[src/design/ftd_pkg.sv]
package ftd_pkg;
  // ---------------------------------------------------------------
  // Widths
  // ---------------------------------------------------------------
  localparam int FTD_SAMP_W = 14;
  localparam int FTD_THR_W = 13;
  localparam int FTD_DWELL_W = 16;
  localparam int FTD_CNT_W = 17;
  localparam int FTD_IDX_W = 10;
  localparam int FTD_ADDR_W = 12;
  localparam int FTD_IRQ_W = 4;
  localparam int FTD_HI_W = FTD_THR_W - 8;
  // ---------------------------------------------------------------
  // Timing
  // ---------------------------------------------------------------
  localparam int FTD_CLK_NS = 50;
  localparam int FTD_SET_MAX_CYC = 28;
  localparam int FTD_LOW_DLY = 2;
  // ---------------------------------------------------------------
  // Register indices, byte address is four times the index
  // ---------------------------------------------------------------
  localparam logic [FTD_IDX_W-1:0] FTD_IDX_UPPER_LO = 10'h247;
  localparam logic [FTD_IDX_W-1:0] FTD_IDX_UPPER_HI = 10'h248;
  localparam logic [FTD_IDX_W-1:0] FTD_IDX_LOWER_LO = 10'h249;
  localparam logic [FTD_IDX_W-1:0] FTD_IDX_LOWER_HI = 10'h24a;
  localparam logic [FTD_IDX_W-1:0] FTD_IDX_DWELL_LO = 10'h24b;
  localparam logic [FTD_IDX_W-1:0] FTD_IDX_DWELL_HI = 10'h24c;
  localparam logic [FTD_IDX_W-1:0] FTD_IDX_IRQ_STATUS = 10'h250;
  localparam logic [FTD_IDX_W-1:0] FTD_IDX_IRQ_CLEAR = 10'h251;
  localparam logic [FTD_IDX_W-1:0] FTD_IDX_IRQ_ENABLE = 10'h252;
  localparam logic [FTD_IDX_W-1:0] FTD_IDX_DETECT = 10'h253;
  // ---------------------------------------------------------------
  // Reset values
  // ---------------------------------------------------------------
  localparam logic [7:0] FTD_RST_UPPER_LO = 8'hff;
  localparam logic [FTD_HI_W-1:0] FTD_RST_UPPER_HI = 5'h1f;
  localparam logic [7:0] FTD_RST_LOWER_LO = 8'h00;
  localparam logic [FTD_HI_W-1:0] FTD_RST_LOWER_HI = 5'h00;
  localparam logic [7:0] FTD_RST_DWELL_LO = 8'h01;
  localparam logic [7:0] FTD_RST_DWELL_HI = 8'h00;
  // ---------------------------------------------------------------
  // Interrupt bit positions and bus answers
  // ---------------------------------------------------------------
  localparam int FTD_IRQ_RISE_A = 0;
  localparam int FTD_IRQ_RISE_B = 1;
  localparam int FTD_IRQ_FALL_A = 2;
  localparam int FTD_IRQ_FALL_B = 3;
  localparam logic [1:0] FTD_RESP_OKAY = 2'h0;
  localparam logic [1:0] FTD_RESP_SLVERR = 2'h2;
endpackage : ftd_pkg

[src/design/ftd_chan.sv]
`timescale 1ns/100ps
module ftd_chan
  import ftd_pkg::*;
#(
  parameter int LOW_DLY = FTD_LOW_DLY
) (
  input wire logic aclk,
  input wire logic aresetn,
  input wire logic [FTD_SAMP_W-1:0] sample,
  input wire logic [FTD_THR_W-1:0] upper,
  input wire logic [FTD_THR_W-1:0] lower,
  input wire logic [FTD_DWELL_W-1:0] dwell,
  output logic threshold_flag
);
  // ---------------------------------------------------------------
  // Magnitude and compares
  // ---------------------------------------------------------------
  logic [FTD_SAMP_W-1:0] mag_ff;
  logic [FTD_SAMP_W-1:0] nxt_mag;
  logic [FTD_SAMP_W-1:0] dly_ff [LOW_DLY];
  logic [FTD_CNT_W-1:0] cnt_ff;
  logic [FTD_DWELL_W-1:0] eff_dwell;
  logic flag_ff;
  logic hi_now;
  logic low_now;
  logic clr_ok;

  // Full scale magnitude is 2^13, one above the largest code
  always_comb begin
    nxt_mag = sample[FTD_SAMP_W-1] ? FTD_SAMP_W'(-sample) : sample;
  end

  always_ff @(posedge aclk) begin
    if (!aresetn) begin
      mag_ff <= '0;
    end else begin
      mag_ff <= nxt_mag;
    end
  end

  // Lower path sees the longer pipeline, no bits dropped
  always_ff @(posedge aclk) begin
    if (!aresetn) begin
      for (int i = 0; i < LOW_DLY; i++) begin
        dly_ff[i] <= '0;
      end
    end else begin
      dly_ff[0] <= mag_ff;
      for (int i = 1; i < LOW_DLY; i++) begin
        dly_ff[i] <= dly_ff[i-1];
      end
    end
  end

  assign hi_now = mag_ff > {1'b0, upper};
  assign low_now = dly_ff[LOW_DLY-1] < {1'b0, lower};
  // Zero dwell would clear on the first low sample; treat it as one
  assign eff_dwell = (dwell == '0) ? FTD_DWELL_W'(1) : dwell;
  assign clr_ok = low_now && (cnt_ff >= {1'b0, eff_dwell});

  // ---------------------------------------------------------------
  // Dwell counter, saturating
  // ---------------------------------------------------------------
  always_ff @(posedge aclk) begin
    if (!aresetn) begin
      cnt_ff <= '0;
    end else if (!low_now) begin
      cnt_ff <= '0;
    end else if (cnt_ff != '1) begin
      cnt_ff <= cnt_ff + FTD_CNT_W'(1);
    end
  end

  // Set beats clear so a new peak is never masked
  always_ff @(posedge aclk) begin
    if (!aresetn) begin
      flag_ff <= 1'b0;
    end else if (hi_now) begin
      flag_ff <= 1'b1;
    end else if (flag_ff && clr_ok) begin
      flag_ff <= 1'b0;
    end
  end

  assign threshold_flag = flag_ff;
endmodule : ftd_chan

[src/design/ftd_top.sv]
// Our own choice: the AXI4-Lite interface to the registers.
`timescale 1ns/100ps
module ftd_top
  import ftd_pkg::*;
#(
  parameter int LOW_DLY = FTD_LOW_DLY
) (
  input wire logic aclk,
  input wire logic aresetn,
  input wire logic [FTD_ADDR_W-1:0] s_axi_awaddr,
  input wire logic s_axi_awvalid,
  output logic s_axi_awready,
  input wire logic [31:0] s_axi_wdata,
  input wire logic [3:0] s_axi_wstrb,
  input wire logic s_axi_wvalid,
  output logic s_axi_wready,
  output logic [1:0] s_axi_bresp,
  output logic s_axi_bvalid,
  input wire logic s_axi_bready,
  input wire logic [FTD_ADDR_W-1:0] s_axi_araddr,
  input wire logic s_axi_arvalid,
  output logic s_axi_arready,
  output logic [31:0] s_axi_rdata,
  output logic [1:0] s_axi_rresp,
  output logic s_axi_rvalid,
  input wire logic s_axi_rready,
  input wire logic [FTD_SAMP_W-1:0] sample_a,
  input wire logic [FTD_SAMP_W-1:0] sample_b,
  output logic detect_out_chan_a,
  output logic detect_out_chan_b,
  output logic irq
);
  // ---------------------------------------------------------------
  // Declarations
  // ---------------------------------------------------------------
  logic aw_got_ff;
  logic w_got_ff;
  logic [FTD_IDX_W-1:0] wr_idx_ff;
  logic [31:0] wdata_ff;
  logic wstrb0_ff;
  logic bvalid_ff;
  logic [1:0] bresp_ff;
  logic rvalid_ff;
  logic [31:0] rdata_ff;
  logic [1:0] rresp_ff;
  logic do_write;
  logic wr_byte;
  logic [FTD_IDX_W-1:0] rd_idx;
  logic [31:0] rd_val;
  logic rd_hit;
  logic wr_hit;
  logic [7:0] upper_lo_ff;
  logic [FTD_HI_W-1:0] upper_hi_ff;
  logic [7:0] lower_lo_ff;
  logic [FTD_HI_W-1:0] lower_hi_ff;
  logic [7:0] dwell_lo_ff;
  logic [7:0] dwell_hi_ff;
  logic [FTD_THR_W-1:0] upper_val;
  logic [FTD_THR_W-1:0] lower_val;
  logic [FTD_DWELL_W-1:0] dwell_val;
  logic [FTD_IRQ_W-1:0] status_ff;
  logic [FTD_IRQ_W-1:0] nxt_status;
  logic [FTD_IRQ_W-1:0] enable_ff;
  logic [FTD_IRQ_W-1:0] clr_mask;
  logic [FTD_IRQ_W-1:0] events;
  logic [1:0] det_now;
  logic [1:0] det_q_ff;

  function automatic logic is_mapped(input logic [FTD_IDX_W-1:0] idx);
    is_mapped = (idx >= FTD_IDX_UPPER_LO && idx <= FTD_IDX_DWELL_HI) ||
                (idx >= FTD_IDX_IRQ_STATUS && idx <= FTD_IDX_DETECT);
  endfunction : is_mapped

  // ---------------------------------------------------------------
  // Write channels, address and data taken in either order
  // ---------------------------------------------------------------
  assign s_axi_awready = !aw_got_ff && !bvalid_ff;
  assign s_axi_wready = !w_got_ff && !bvalid_ff;
  assign do_write = aw_got_ff && w_got_ff && !bvalid_ff;
  assign wr_byte = do_write && wstrb0_ff;
  assign wr_hit = is_mapped(wr_idx_ff);

  always_ff @(posedge aclk) begin
    if (!aresetn) begin
      aw_got_ff <= 1'b0;
      wr_idx_ff <= '0;
    end else if (s_axi_awvalid && s_axi_awready) begin
      aw_got_ff <= 1'b1;
      wr_idx_ff <= s_axi_awaddr[FTD_ADDR_W-1:2];
    end else if (do_write) begin
      aw_got_ff <= 1'b0;
    end
  end

  always_ff @(posedge aclk) begin
    if (!aresetn) begin
      w_got_ff <= 1'b0;
      wdata_ff <= '0;
      wstrb0_ff <= 1'b0;
    end else if (s_axi_wvalid && s_axi_wready) begin
      w_got_ff <= 1'b1;
      wdata_ff <= s_axi_wdata;
      wstrb0_ff <= s_axi_wstrb[0];
    end else if (do_write) begin
      w_got_ff <= 1'b0;
    end
  end

  always_ff @(posedge aclk) begin
    if (!aresetn) begin
      bvalid_ff <= 1'b0;
      bresp_ff <= FTD_RESP_OKAY;
    end else if (do_write) begin
      bvalid_ff <= 1'b1;
      bresp_ff <= wr_hit ? FTD_RESP_OKAY : FTD_RESP_SLVERR;
    end else if (s_axi_bready) begin
      bvalid_ff <= 1'b0;
    end
  end

  assign s_axi_bvalid = bvalid_ff;
  assign s_axi_bresp = bresp_ff;

  // ---------------------------------------------------------------
  // Threshold and dwell registers
  // ---------------------------------------------------------------
  // Only byte lane 0 carries data; other lanes are ignored
  always_ff @(posedge aclk) begin
    if (!aresetn) begin
      upper_lo_ff <= FTD_RST_UPPER_LO;
      upper_hi_ff <= FTD_RST_UPPER_HI;
      lower_lo_ff <= FTD_RST_LOWER_LO;
      lower_hi_ff <= FTD_RST_LOWER_HI;
      dwell_lo_ff <= FTD_RST_DWELL_LO;
      dwell_hi_ff <= FTD_RST_DWELL_HI;
    end else if (wr_byte) begin
      unique case (wr_idx_ff)
        FTD_IDX_UPPER_LO: upper_lo_ff <= wdata_ff[7:0];
        FTD_IDX_UPPER_HI: upper_hi_ff <= wdata_ff[FTD_HI_W-1:0];
        FTD_IDX_LOWER_LO: lower_lo_ff <= wdata_ff[7:0];
        FTD_IDX_LOWER_HI: lower_hi_ff <= wdata_ff[FTD_HI_W-1:0];
        FTD_IDX_DWELL_LO: dwell_lo_ff <= wdata_ff[7:0];
        FTD_IDX_DWELL_HI: dwell_hi_ff <= wdata_ff[7:0];
        default: begin
        end
      endcase
    end
  end

  // Pairs take effect byte by byte; software writes both halves
  assign upper_val = {upper_hi_ff, upper_lo_ff};
  assign lower_val = {lower_hi_ff, lower_lo_ff};
  assign dwell_val = {dwell_hi_ff, dwell_lo_ff};

  // ---------------------------------------------------------------
  // Channels
  // ---------------------------------------------------------------
  ftd_chan #(
    .LOW_DLY(LOW_DLY)
  ) u_chan_a (
    .aclk(aclk),
    .aresetn(aresetn),
    .sample(sample_a),
    .upper(upper_val),
    .lower(lower_val),
    .dwell(dwell_val),
    .threshold_flag(det_now[0])
  );

  ftd_chan #(
    .LOW_DLY(LOW_DLY)
  ) u_chan_b (
    .aclk(aclk),
    .aresetn(aresetn),
    .sample(sample_b),
    .upper(upper_val),
    .lower(lower_val),
    .dwell(dwell_val),
    .threshold_flag(det_now[1])
  );

  assign detect_out_chan_a = det_now[0];
  assign detect_out_chan_b = det_now[1];

  // ---------------------------------------------------------------
  // Interrupts
  // ---------------------------------------------------------------
  always_ff @(posedge aclk) begin
    if (!aresetn) begin
      det_q_ff <= '0;
    end else begin
      det_q_ff <= det_now;
    end
  end

  always_comb begin
    events = '0;
    events[FTD_IRQ_RISE_A] = det_now[0] && !det_q_ff[0];
    events[FTD_IRQ_RISE_B] = det_now[1] && !det_q_ff[1];
    events[FTD_IRQ_FALL_A] = !det_now[0] && det_q_ff[0];
    events[FTD_IRQ_FALL_B] = !det_now[1] && det_q_ff[1];
  end

  assign clr_mask = (wr_byte && wr_idx_ff == FTD_IDX_IRQ_CLEAR) ?
                    wdata_ff[FTD_IRQ_W-1:0] : '0;
  // Event in the clearing cycle survives the clear
  assign nxt_status = (status_ff & ~clr_mask) | events;

  always_ff @(posedge aclk) begin
    if (!aresetn) begin
      status_ff <= '0;
    end else begin
      status_ff <= nxt_status;
    end
  end

  always_ff @(posedge aclk) begin
    if (!aresetn) begin
      enable_ff <= '0;
    end else if (wr_byte && wr_idx_ff == FTD_IDX_IRQ_ENABLE) begin
      enable_ff <= wdata_ff[FTD_IRQ_W-1:0];
    end
  end

  assign irq = |(status_ff & enable_ff);

  // ---------------------------------------------------------------
  // Read channel
  // ---------------------------------------------------------------
  assign s_axi_arready = !rvalid_ff;
  assign rd_idx = s_axi_araddr[FTD_ADDR_W-1:2];
  assign rd_hit = is_mapped(rd_idx);

  always_comb begin
    rd_val = '0;
    unique case (rd_idx)
      FTD_IDX_UPPER_LO: rd_val[7:0] = upper_lo_ff;
      FTD_IDX_UPPER_HI: rd_val[FTD_HI_W-1:0] = upper_hi_ff;
      FTD_IDX_LOWER_LO: rd_val[7:0] = lower_lo_ff;
      FTD_IDX_LOWER_HI: rd_val[FTD_HI_W-1:0] = lower_hi_ff;
      FTD_IDX_DWELL_LO: rd_val[7:0] = dwell_lo_ff;
      FTD_IDX_DWELL_HI: rd_val[7:0] = dwell_hi_ff;
      FTD_IDX_IRQ_STATUS: rd_val[FTD_IRQ_W-1:0] = status_ff;
      FTD_IDX_IRQ_ENABLE: rd_val[FTD_IRQ_W-1:0] = enable_ff;
      FTD_IDX_DETECT: rd_val[1:0] = det_now;
      default: rd_val = '0;
    endcase
  end

  always_ff @(posedge aclk) begin
    if (!aresetn) begin
      rvalid_ff <= 1'b0;
      rdata_ff <= '0;
      rresp_ff <= FTD_RESP_OKAY;
    end else if (s_axi_arvalid && s_axi_arready) begin
      rvalid_ff <= 1'b1;
      rdata_ff <= rd_val;
      rresp_ff <= rd_hit ? FTD_RESP_OKAY : FTD_RESP_SLVERR;
    end else if (s_axi_rready) begin
      rvalid_ff <= 1'b0;
    end
  end

  assign s_axi_rvalid = rvalid_ff;
  assign s_axi_rdata = rdata_ff;
  assign s_axi_rresp = rresp_ff;

  // ---------------------------------------------------------------
  // Checks
  // ---------------------------------------------------------------
  // Channel a magnitude rebuilt from the pin, not taken from the channel
  logic [FTD_SAMP_W-1:0] mag_a;
  assign mag_a = sample_a[FTD_SAMP_W-1] ? FTD_SAMP_W'(-sample_a) : sample_a;
endmodule : ftd_top

[config.mk]
export PLATFORM = sky130hd
export DESIGN_NAME = ftd_top
export DESIGN_NICKNAME = d
export VERILOG_FILES = /design/src/design/ftd_pkg.sv /design/src/design/ftd_chan.sv /design/src/design/ftd_top.sv
export SDC_FILE = /design/constraint.sdc
export NUM_CORES = 1
export LEC_CHECK = 0
export ABC_AREA = 1
export BUFFER_PORTS_ARGS = -buffer_cell sky130_fd_sc_hd__buf_2
export CELL_PAD_IN_SITES_DETAIL_PLACEMENT = 1
export CELL_PAD_IN_SITES_GLOBAL_PLACEMENT = 1
export CORE_ASPECT_RATIO = 1.1
export CORE_MARGIN = 3
export CORE_UTILIZATION = 38
export DETAILED_ROUTE_END_ITERATION = 10
export GPL_ROUTABILITY_DRIVEN = 0
export PLACE_DENSITY_LB_ADDON = 0.1
export RECOVER_POWER = 100
export REMOVE_ABC_BUFFERS = 1
export SETUP_SLACK_MARGIN = 0.2
export SLEW_MARGIN = 0
export SYNTH_ARGS = -nofsm -noshare
export SYNTH_HDL_FRONTEND = slang
export SYNTH_SLANG_ARGS = --single-unit
export TNS_END_PERCENT = 30
[constraint.sdc]
create_clock -name aclk -period 2.3 [get_ports aclk]
set_clock_uncertainty 0.05 [all_clocks]
set_input_delay 0.23 -clock aclk [delete_from_list [all_inputs] [get_ports aclk]]
set_output_delay 0.23 -clock aclk [all_outputs]
set_load 0.05 [all_outputs]
==> summary.md, run 1 <==
| Metric | Value |
|---|---|
| Hpwl dp | `23500 microns` |
| Post-DR vias/cell | `4.94` |
| Failing checks | `max-capacitance violations, max-slew violations` |
| Worst-margin pin slew | `1520 ps` |
| RSZ-0062 raised after global routing | `true` |
| Post-Place Worst Slack | `33.9 ps` |
| Top-count cell post-synth | `nand2_1` |
| Startpoint types | `register` |
| Setup TNS | `0 ps` |
| Pin count of the biggest net entering global routing | `48` |
| First-pass GRT wire length | `~50000 microns` |
| Pre-Repair DR Iteration Count | `4` |
| Hold Crit Depth | `3` |
| Average size of a mapped cell | `7.44 sq um` |
| Top-Level Pins | `between 100 and 150` |
| Area growth, synth to finish | `24.9%` |
| Clock sink count | `roughly 210` |
| Crit share post-route | `0.945` |
| FF-to-FF path depth | `13` |
| PortBufs | `81` |
| Width of the die | `163 microns` |
| Post-synth top cells | `nand2_1 (264), dfxtp_1 (205), inv_1 (202), nor2_1 (148), a21oi_1 (115)` |
| Status | `finished with violations` |
| Synth area leader | `dfxtp_1` |
| Routed WL | `32400 microns` |
| Post-route antenna net violation count | `0` |
| Vias in the first global route | `approximately 9.8k` |
| Die H | `178 microns` |
| Share of cells above drive strength 1 | `0.139` |
| Critical path type | `register to register` |
| Final Hold Viols | `0` |
| Antenna violations before repair | `0` |
| GRT Resource Usage Total | `0.215` |
| Yosys warns | `0` |
| Worst Setup End Kind | `register` |
| Sequential share of the synthesized area | `0.400` |
| Tmin final | `2170 ps` |
| Ys flop type | `dfxtp_1` |
| DRC | `0` |
| # setup viols final | `0` |
| Total power | `~8.6 mW` |
| Mapped cell area | `10300 sq um` |
| CTS tree | `yes` |
| Post-synth EDFFs | `0` |
| Nets | `1760` |
| Cell variety after synth | `41` |
| DIE AREA | `29000 sq um` |
| DR vias | `about 9.6k` |
| Initial detailed-routing violation count | `370` |
| Filler instances | `~3.3k` |
| Final Core Density | `0.486` |
| Yosys reg bits | `about 200` |
| Dominant cells by area after synthesis | `dfxtp_1 (40%), ha_1 (11%), nand2_1 (9.6%), inv_1 (7.4%), a21oi_1 (5.6%)` |
| Clock latency at the later pin of the worst-skew pair | `520 ps` |
| Req. time, crit path | `2640 ps` |
| H-tree depth | `1` |
| Proportion of netlist area held by the largest area contributor | `0.400` |
| Global route overflow | `0` |
| Worst min path class | `input port to register` |
| Pwr dens | `668 nW/um^2` |
| Setup WS post-layout | `~130 ps` |
| Inserted Diodes | `0` |
| Clock-pin slew of the registers on the worst-case setup and hold paths | `60 ps` |
| CORE AREA | `roughly 26000 sq um` |
| Arrival time at the worst endpoint | `2520 ps` |
| Average wire per standard cell | `16.7 microns` |
| CTS Buf Count | `24` |
| Worst slew margin | `-0.0159` |
| CTS Buffer Depth | `3` |
| Largest vdd supply drop | `478 uV` |
| Crit Path Max Fanout | `3` |
| FFs w/ async S/R, synth | `0` |
| Initial Utilization | `0.389` |
| FMAX | `around 460 MHz` |
| Post-Syn Instances | `1381` |
| Fin. max-slew vios | `48` |
| Static leakage | `6.25 nW` |
| Num rows | `62` |
| Maxcap violations | `1` |
| Clock root cell | `clkbuf_16` |
-- cell type report --
cell class / count / area (sq um) / share of cell area
inverter: 205 / 771 / 0.0601
clock buffer: 33 / 736 / 0.0573
clock inverter: 6 / 80.1 / 0.00624
tap: 352 / 440 / 0.0343
multi-input combinational: 939 / 5270 / 0.410
sequential: 205 / 4120 / 0.321
timing repair buffer: 202 / 1420 / 0.111
-- final timing paths --
path | startpoint | to | slack, ps
max | u_chan_b.cnt_ff[1]$_SDFFE_PN0P_ | u_chan_b.cnt_ff[11]$_SDFFE_PN0P_ | 130
min | s_axi_wdata[5] | wdata_ff[5]$_SDFFE_PN0P_ | 20
max reg2reg | u_chan_b.cnt_ff[1]$_SDFFE_PN0P_ | u_chan_b.cnt_ff[11]$_SDFFE_PN0P_ | 130
min reg2reg | u_chan_a.dly_ff[0][0]$_SDFF_PN0_ | u_chan_a.dly_ff[0][14]$_SDFF_PN0_ | 360
-- power by group --
group | leakage [nW] | switching (mW) | internal (mW) | total [mW]
logic | 4.16 | 0.598 | 0.300 | 0.898
registers | 1.68 | 0.0718 | 3.67 | 3.75
clock network | 0.410 | 1.50 | 2.43 | 3.93
total | 6.25 | 2.17 | 6.40 | 8.57
-- worst max-delay path: stages (launching register included) --
cell	delay (ps)
dfxtp_2	350
ha_4	140
nand2_2	60
nand3b_1	210
nor4_2	300
ha_2	250
nor3_2	60
nand2_1	110
nor2_2	70
nand2_2	100
nor2_4	50
buf_4	130
xnor2_1	120
nor2_1	50
-- flip-flops by register name (all words and copies together) (netlist names), 8 cells and up --
name / flops
dwell_hi_ff: 8
dwell_lo_ff: 8
lower_lo_ff: 8
s_axi_rdata: 8
u_chan_a.cnt_ff: 17
u_chan_a.dly_ff: 28
u_chan_a.mag_ff: 14
u_chan_b.cnt_ff: 17
u_chan_b.dly_ff: 28
u_chan_b.mag_ff: 14
upper_lo_ff: 8
wdata_ff: 8
wr_idx_ff: 10
-- metal layers --
metal	share of wire	global-route usage	wire length, microns	up-vias
met2	0.53	0.427	17300	158
met1	0.40	0.231	12900	4534
li1	-	-	-	4840
met3	0.036	0.0330	1180	64
met4	0.031	0.0691	1010	0
met5	0	0	0	-
-- layout by cell type, fill, tap and decap left out, types with 5 or more instances in the layout --
cell type	instances
o22ai_1	6
conb_1	26
a31oi_1	5
nand2_2	5
nor2_2	9
o211ai_1	19
xor2_1	18
clkbuf_8	8
nor3_1	21
ha_1	83
a21oi_1	114
inv_1	190
nand2_1	259
o21ai_0	93
o21a_1	8
buf_2	58
dfxtp_2	9
dlygate4sd3_1	51
clkbuf_16	25
nand3_1	50
a211oi_1	14
clkbuf_1	27
dfxtp_1	196
buf_4	61
inv_2	13
nand4_1	24
nor2_1	143
-- metrics by stage --
step           cells  cell area [sq um]  hold slack (ps)
3_3_place_gp    1834              11300              342
3_5_place_dp    1834              11300              350
4_1_cts         1925              12700             9.40
5_1_grt         1942              12800             29.9
6_report        1942              12800             24.0
2_1_floorplan   1349              10000              257
-- timing repair --
item / 4_1_cts / 5_1_grt
pin swaps: 6 / 29
cloned: 0 / 1
hold endpoints to repair: 47 / 0
buffers inserted: 1 / 16
endpoints found under the setup margin: 8 / 37
hold buffers: 51 / 0
gates resized for setup: 13 / 50
-- cell families (layout without fill, tap and decap cells) --
kind of cell    after synthesis  count (layout)  synth area share
flops                       205             205             0.400
compound gates              271             271             0.147
fa+ha+maj                    88              88             0.107
simple gates                532             532             0.220
buf+inv                     262             446             0.108
other cells                   1              26          0.000365
xor+xnor                     22              22            0.0188
(Power assumes the default switching activity.)
==> run 2: changes to the inputs <==
Settings changed: RECOVER_POWER 100 to 50.
==> summary.md, run 2 (synthesis gave the netlist of run 1 again) <==
| Metric | Value |
|---|---|
| Hold EP | `wdata_ff[5]$_SDFFE_PN0P_` |
| CTS tree | `yes` |
| Initial detailed-routing violation count | `339` |
| CP most frequent cell | `nand2_2` |
| Final Core Density | `0.490` |
| Width of the die | `163 microns` |
| Inserted Diodes | `0` |
| Post-Place Worst Slack | `approximately 34 ps` |
| Reg2reg start | `u_chan_b.cnt_ff[1]$_SDFFE_PN0P_` |
| Fin. max-slew vios | `48` |
| Vias in the first global route | `between 9k and 10k` |
| Worst Setup End Kind | `register` |
| Worst min path class | `input port to register` |
| Routed WL | `32400 microns` |
| Clock-pin slew of the registers on the worst-case setup and hold paths | `around 60 ps` |
| Antenna violations before repair | `0` |
| RSZ-0062 raised after global routing | `true` |
| Most common cell after layout, fill and taps aside | `nand2_1` |
| Setup TNS | `0 ps` |
| H-tree depth | `1` |
| Status | `finished with violations` |
| Pwr dens | `665 nW/um^2` |
| Die H | `approximately 180 microns` |
| CTS Buffer Depth | `3` |
| CP cell instances | `ha_4 -> nand2_2 -> nand3b_1 -> nor4_2 -> ha_2 -> nor3_2 -> nand2_1 -> nor2_2 -> nand2_2 -> nor2_4 -> buf_4 -> xnor2_1 -> nor2_1` |
| Crit share post-route | `0.941` |
| Average wire per standard cell | `16.7 microns` |
| Largest delay contributor family on the critical path | `simple AND/OR/NAND/NOR gates` |
| Crit-path slowest cell | `dfxtp_2` |
| Filler instances | `3325` |
| Final Hold Viols | `0` |
| Startpoint types | `register` |
| Tmin final | `2170 ps` |
| Clock sink count | `205` |
| FF-to-FF path depth | `13` |
| GRT Resource Usage Total | `0.215` |
| DIE AREA | `29000 sq um` |
| Min-delay src | `s_axi_wdata[5]` |
| Final hold slack | `between 15 and 20 ps` |
| Initial Utilization | `0.389` |
| Share of cells above drive strength 1 | `0.152` |
| Post-DR vias/cell | `4.93` |
| Clock root cell | `clkbuf_16` |
| PortBufs | `81` |
| Num rows | `62` |
| Critical path's largest stage delay | `350 ps` |
| Post-route antenna net violation count | `0` |
| Critical path type | `register to register` |
| Hpwl dp | `23500 microns` |
| DRC | `0` |
| Crit Path Max Fanout | `3` |
| Static leakage | `6.29 nW` |
| CP Buf/Inv Count | `1` |
| Hold Crit Depth | `3` |
| First-pass GRT wire length | `49600 microns` |
| Worst slew margin | `-0.0286` |
| DR vias | `roughly 9.6k` |
| Biggest regs | `u_chan_a.dly_ff x28, u_chan_b.dly_ff x28` |
| Largest vdd supply drop | `478 uV` |
| Maxcap violations | `1` |
| Worst-margin pin slew | `1540 ps` |
| # setup viols final | `0` |
| Worst r2r dst | `u_chan_b.cnt_ff[11]$_SDFFE_PN0P_` |
| FMAX | `462 MHz` |
| Top-Level Pins | `139` |
| Area growth, synth to finish | `25.8%` |
| Pre-Repair DR Iteration Count | `4` |
| Global route overflow | `0` |
| Pin count of the biggest net entering global routing | `48` |
| Reg2Reg Setup Slack | `130 ps` |
| CTS Buf Count | `24` |
| Clock latency at the later pin of the worst-skew pair | `around 520 ps` |
| Req. time, crit path | `2660 ps` |
| Arrival time at the worst endpoint | `2530 ps` |
| Setup WS post-layout | `135 ps` |
| Nets | `about 1.8k` |
| Failing checks | `max-capacitance violations, max-slew violations` |
| CORE AREA | `26400 sq um` |
| Most frequent cells in the layout | `nand2_1 (259), dfxtp_1 (196), inv_1 (188)` |
## run 2: worst register-to-register path: cells and delay by family (launching register included)
kind	cells	cell delay, ps
XOR/XNOR	1	130
buffers and inverters	1	130
flip-flops	1	350
AND/OR/NAND/NOR	9	1010
adder cells (fa/ha/maj)	2	400
## run 2: layer usage
metal | track usage | part of all wire | routed length, microns | vias to the layer above
met4 | 0.0691 | 0.031 | 994 | 0
met3 | 0.0330 | 0.036 | 1180 | 62
met5 | 0 | 0 | 0 | -
met2 | 0.427 | 0.53 | 17300 | 164
met1 | 0.231 | 0.40 | 12900 | 4499
li1 | - | - | - | 4841
## run 2: final cells by class
class / count / area [sq um] / area share
multi-input combinational: 939 / 5310 / 0.411
sequential: 205 / 4120 / 0.319
timing repair buffer: 202 / 1460 / 0.113
inverter: 205 / 771 / 0.0597
clock buffer: 33 / 736 / 0.0570
tap: 352 / 440 / 0.0341
clock inverter: 6 / 80.1 / 0.00620
## run 2: metrics by stage
step           cell area (sq um)  total power, mW  std cells
6_report                   12900             8.59       1942
2_1_floorplan              10000             4.30       1349
5_1_grt                    12900             8.93       1942
3_5_place_dp               11300             4.63       1834
3_3_place_gp               11300             4.60       1834
4_1_cts                    12700             8.65       1925
## run 2: worst max-delay path by stage
stage,startpoint,to,cells after the start
after floorplan,s_axi_bvalid$_SDFFE_PN0P_,wdata_ff[0]$_SDFFE_PN0P_,4
after global placement,u_chan_b.cnt_ff[0]$_SDFFE_PN0P_,u_chan_b.cnt_ff[15]$_SDFFE_PN0P_,13
after detailed placement,u_chan_b.cnt_ff[0]$_SDFFE_PN0P_,u_chan_b.cnt_ff[13]$_SDFFE_PN0P_,13
after CTS,dwell_hi_ff[5]$_SDFFE_PN0P_,u_chan_b.threshold_flag$_SDFFE_PN0P_,14
after global routing,u_chan_b.cnt_ff[1]$_SDFFE_PN0P_,u_chan_b.cnt_ff[13]$_SDFFE_PN0P_,13
final,u_chan_b.cnt_ff[1]$_SDFFE_PN0P_,u_chan_b.cnt_ff[11]$_SDFFE_PN0P_,13
## run 2: what timing repair did
action                                  in CTS  in global routing
endpoints found under the setup margin       8                 37
hold buffers                                51                  0
pin swaps                                    6                 29
hold endpoints to repair                    47                  0
cloned                                       0                  1
buffers inserted                             1                 16
gates resized for setup                     13                 50
## run 2: power breakdown
| part | total (mW) | switching [mW] | leakage, nW | internal (mW) |
|---|---|---|---|---|
| combinational | 0.919 | 0.604 | 4.20 | 0.315 |
| sequential | 3.74 | 0.0716 | 1.68 | 3.67 |
| clock | 3.93 | 1.50 | 0.410 | 2.43 |
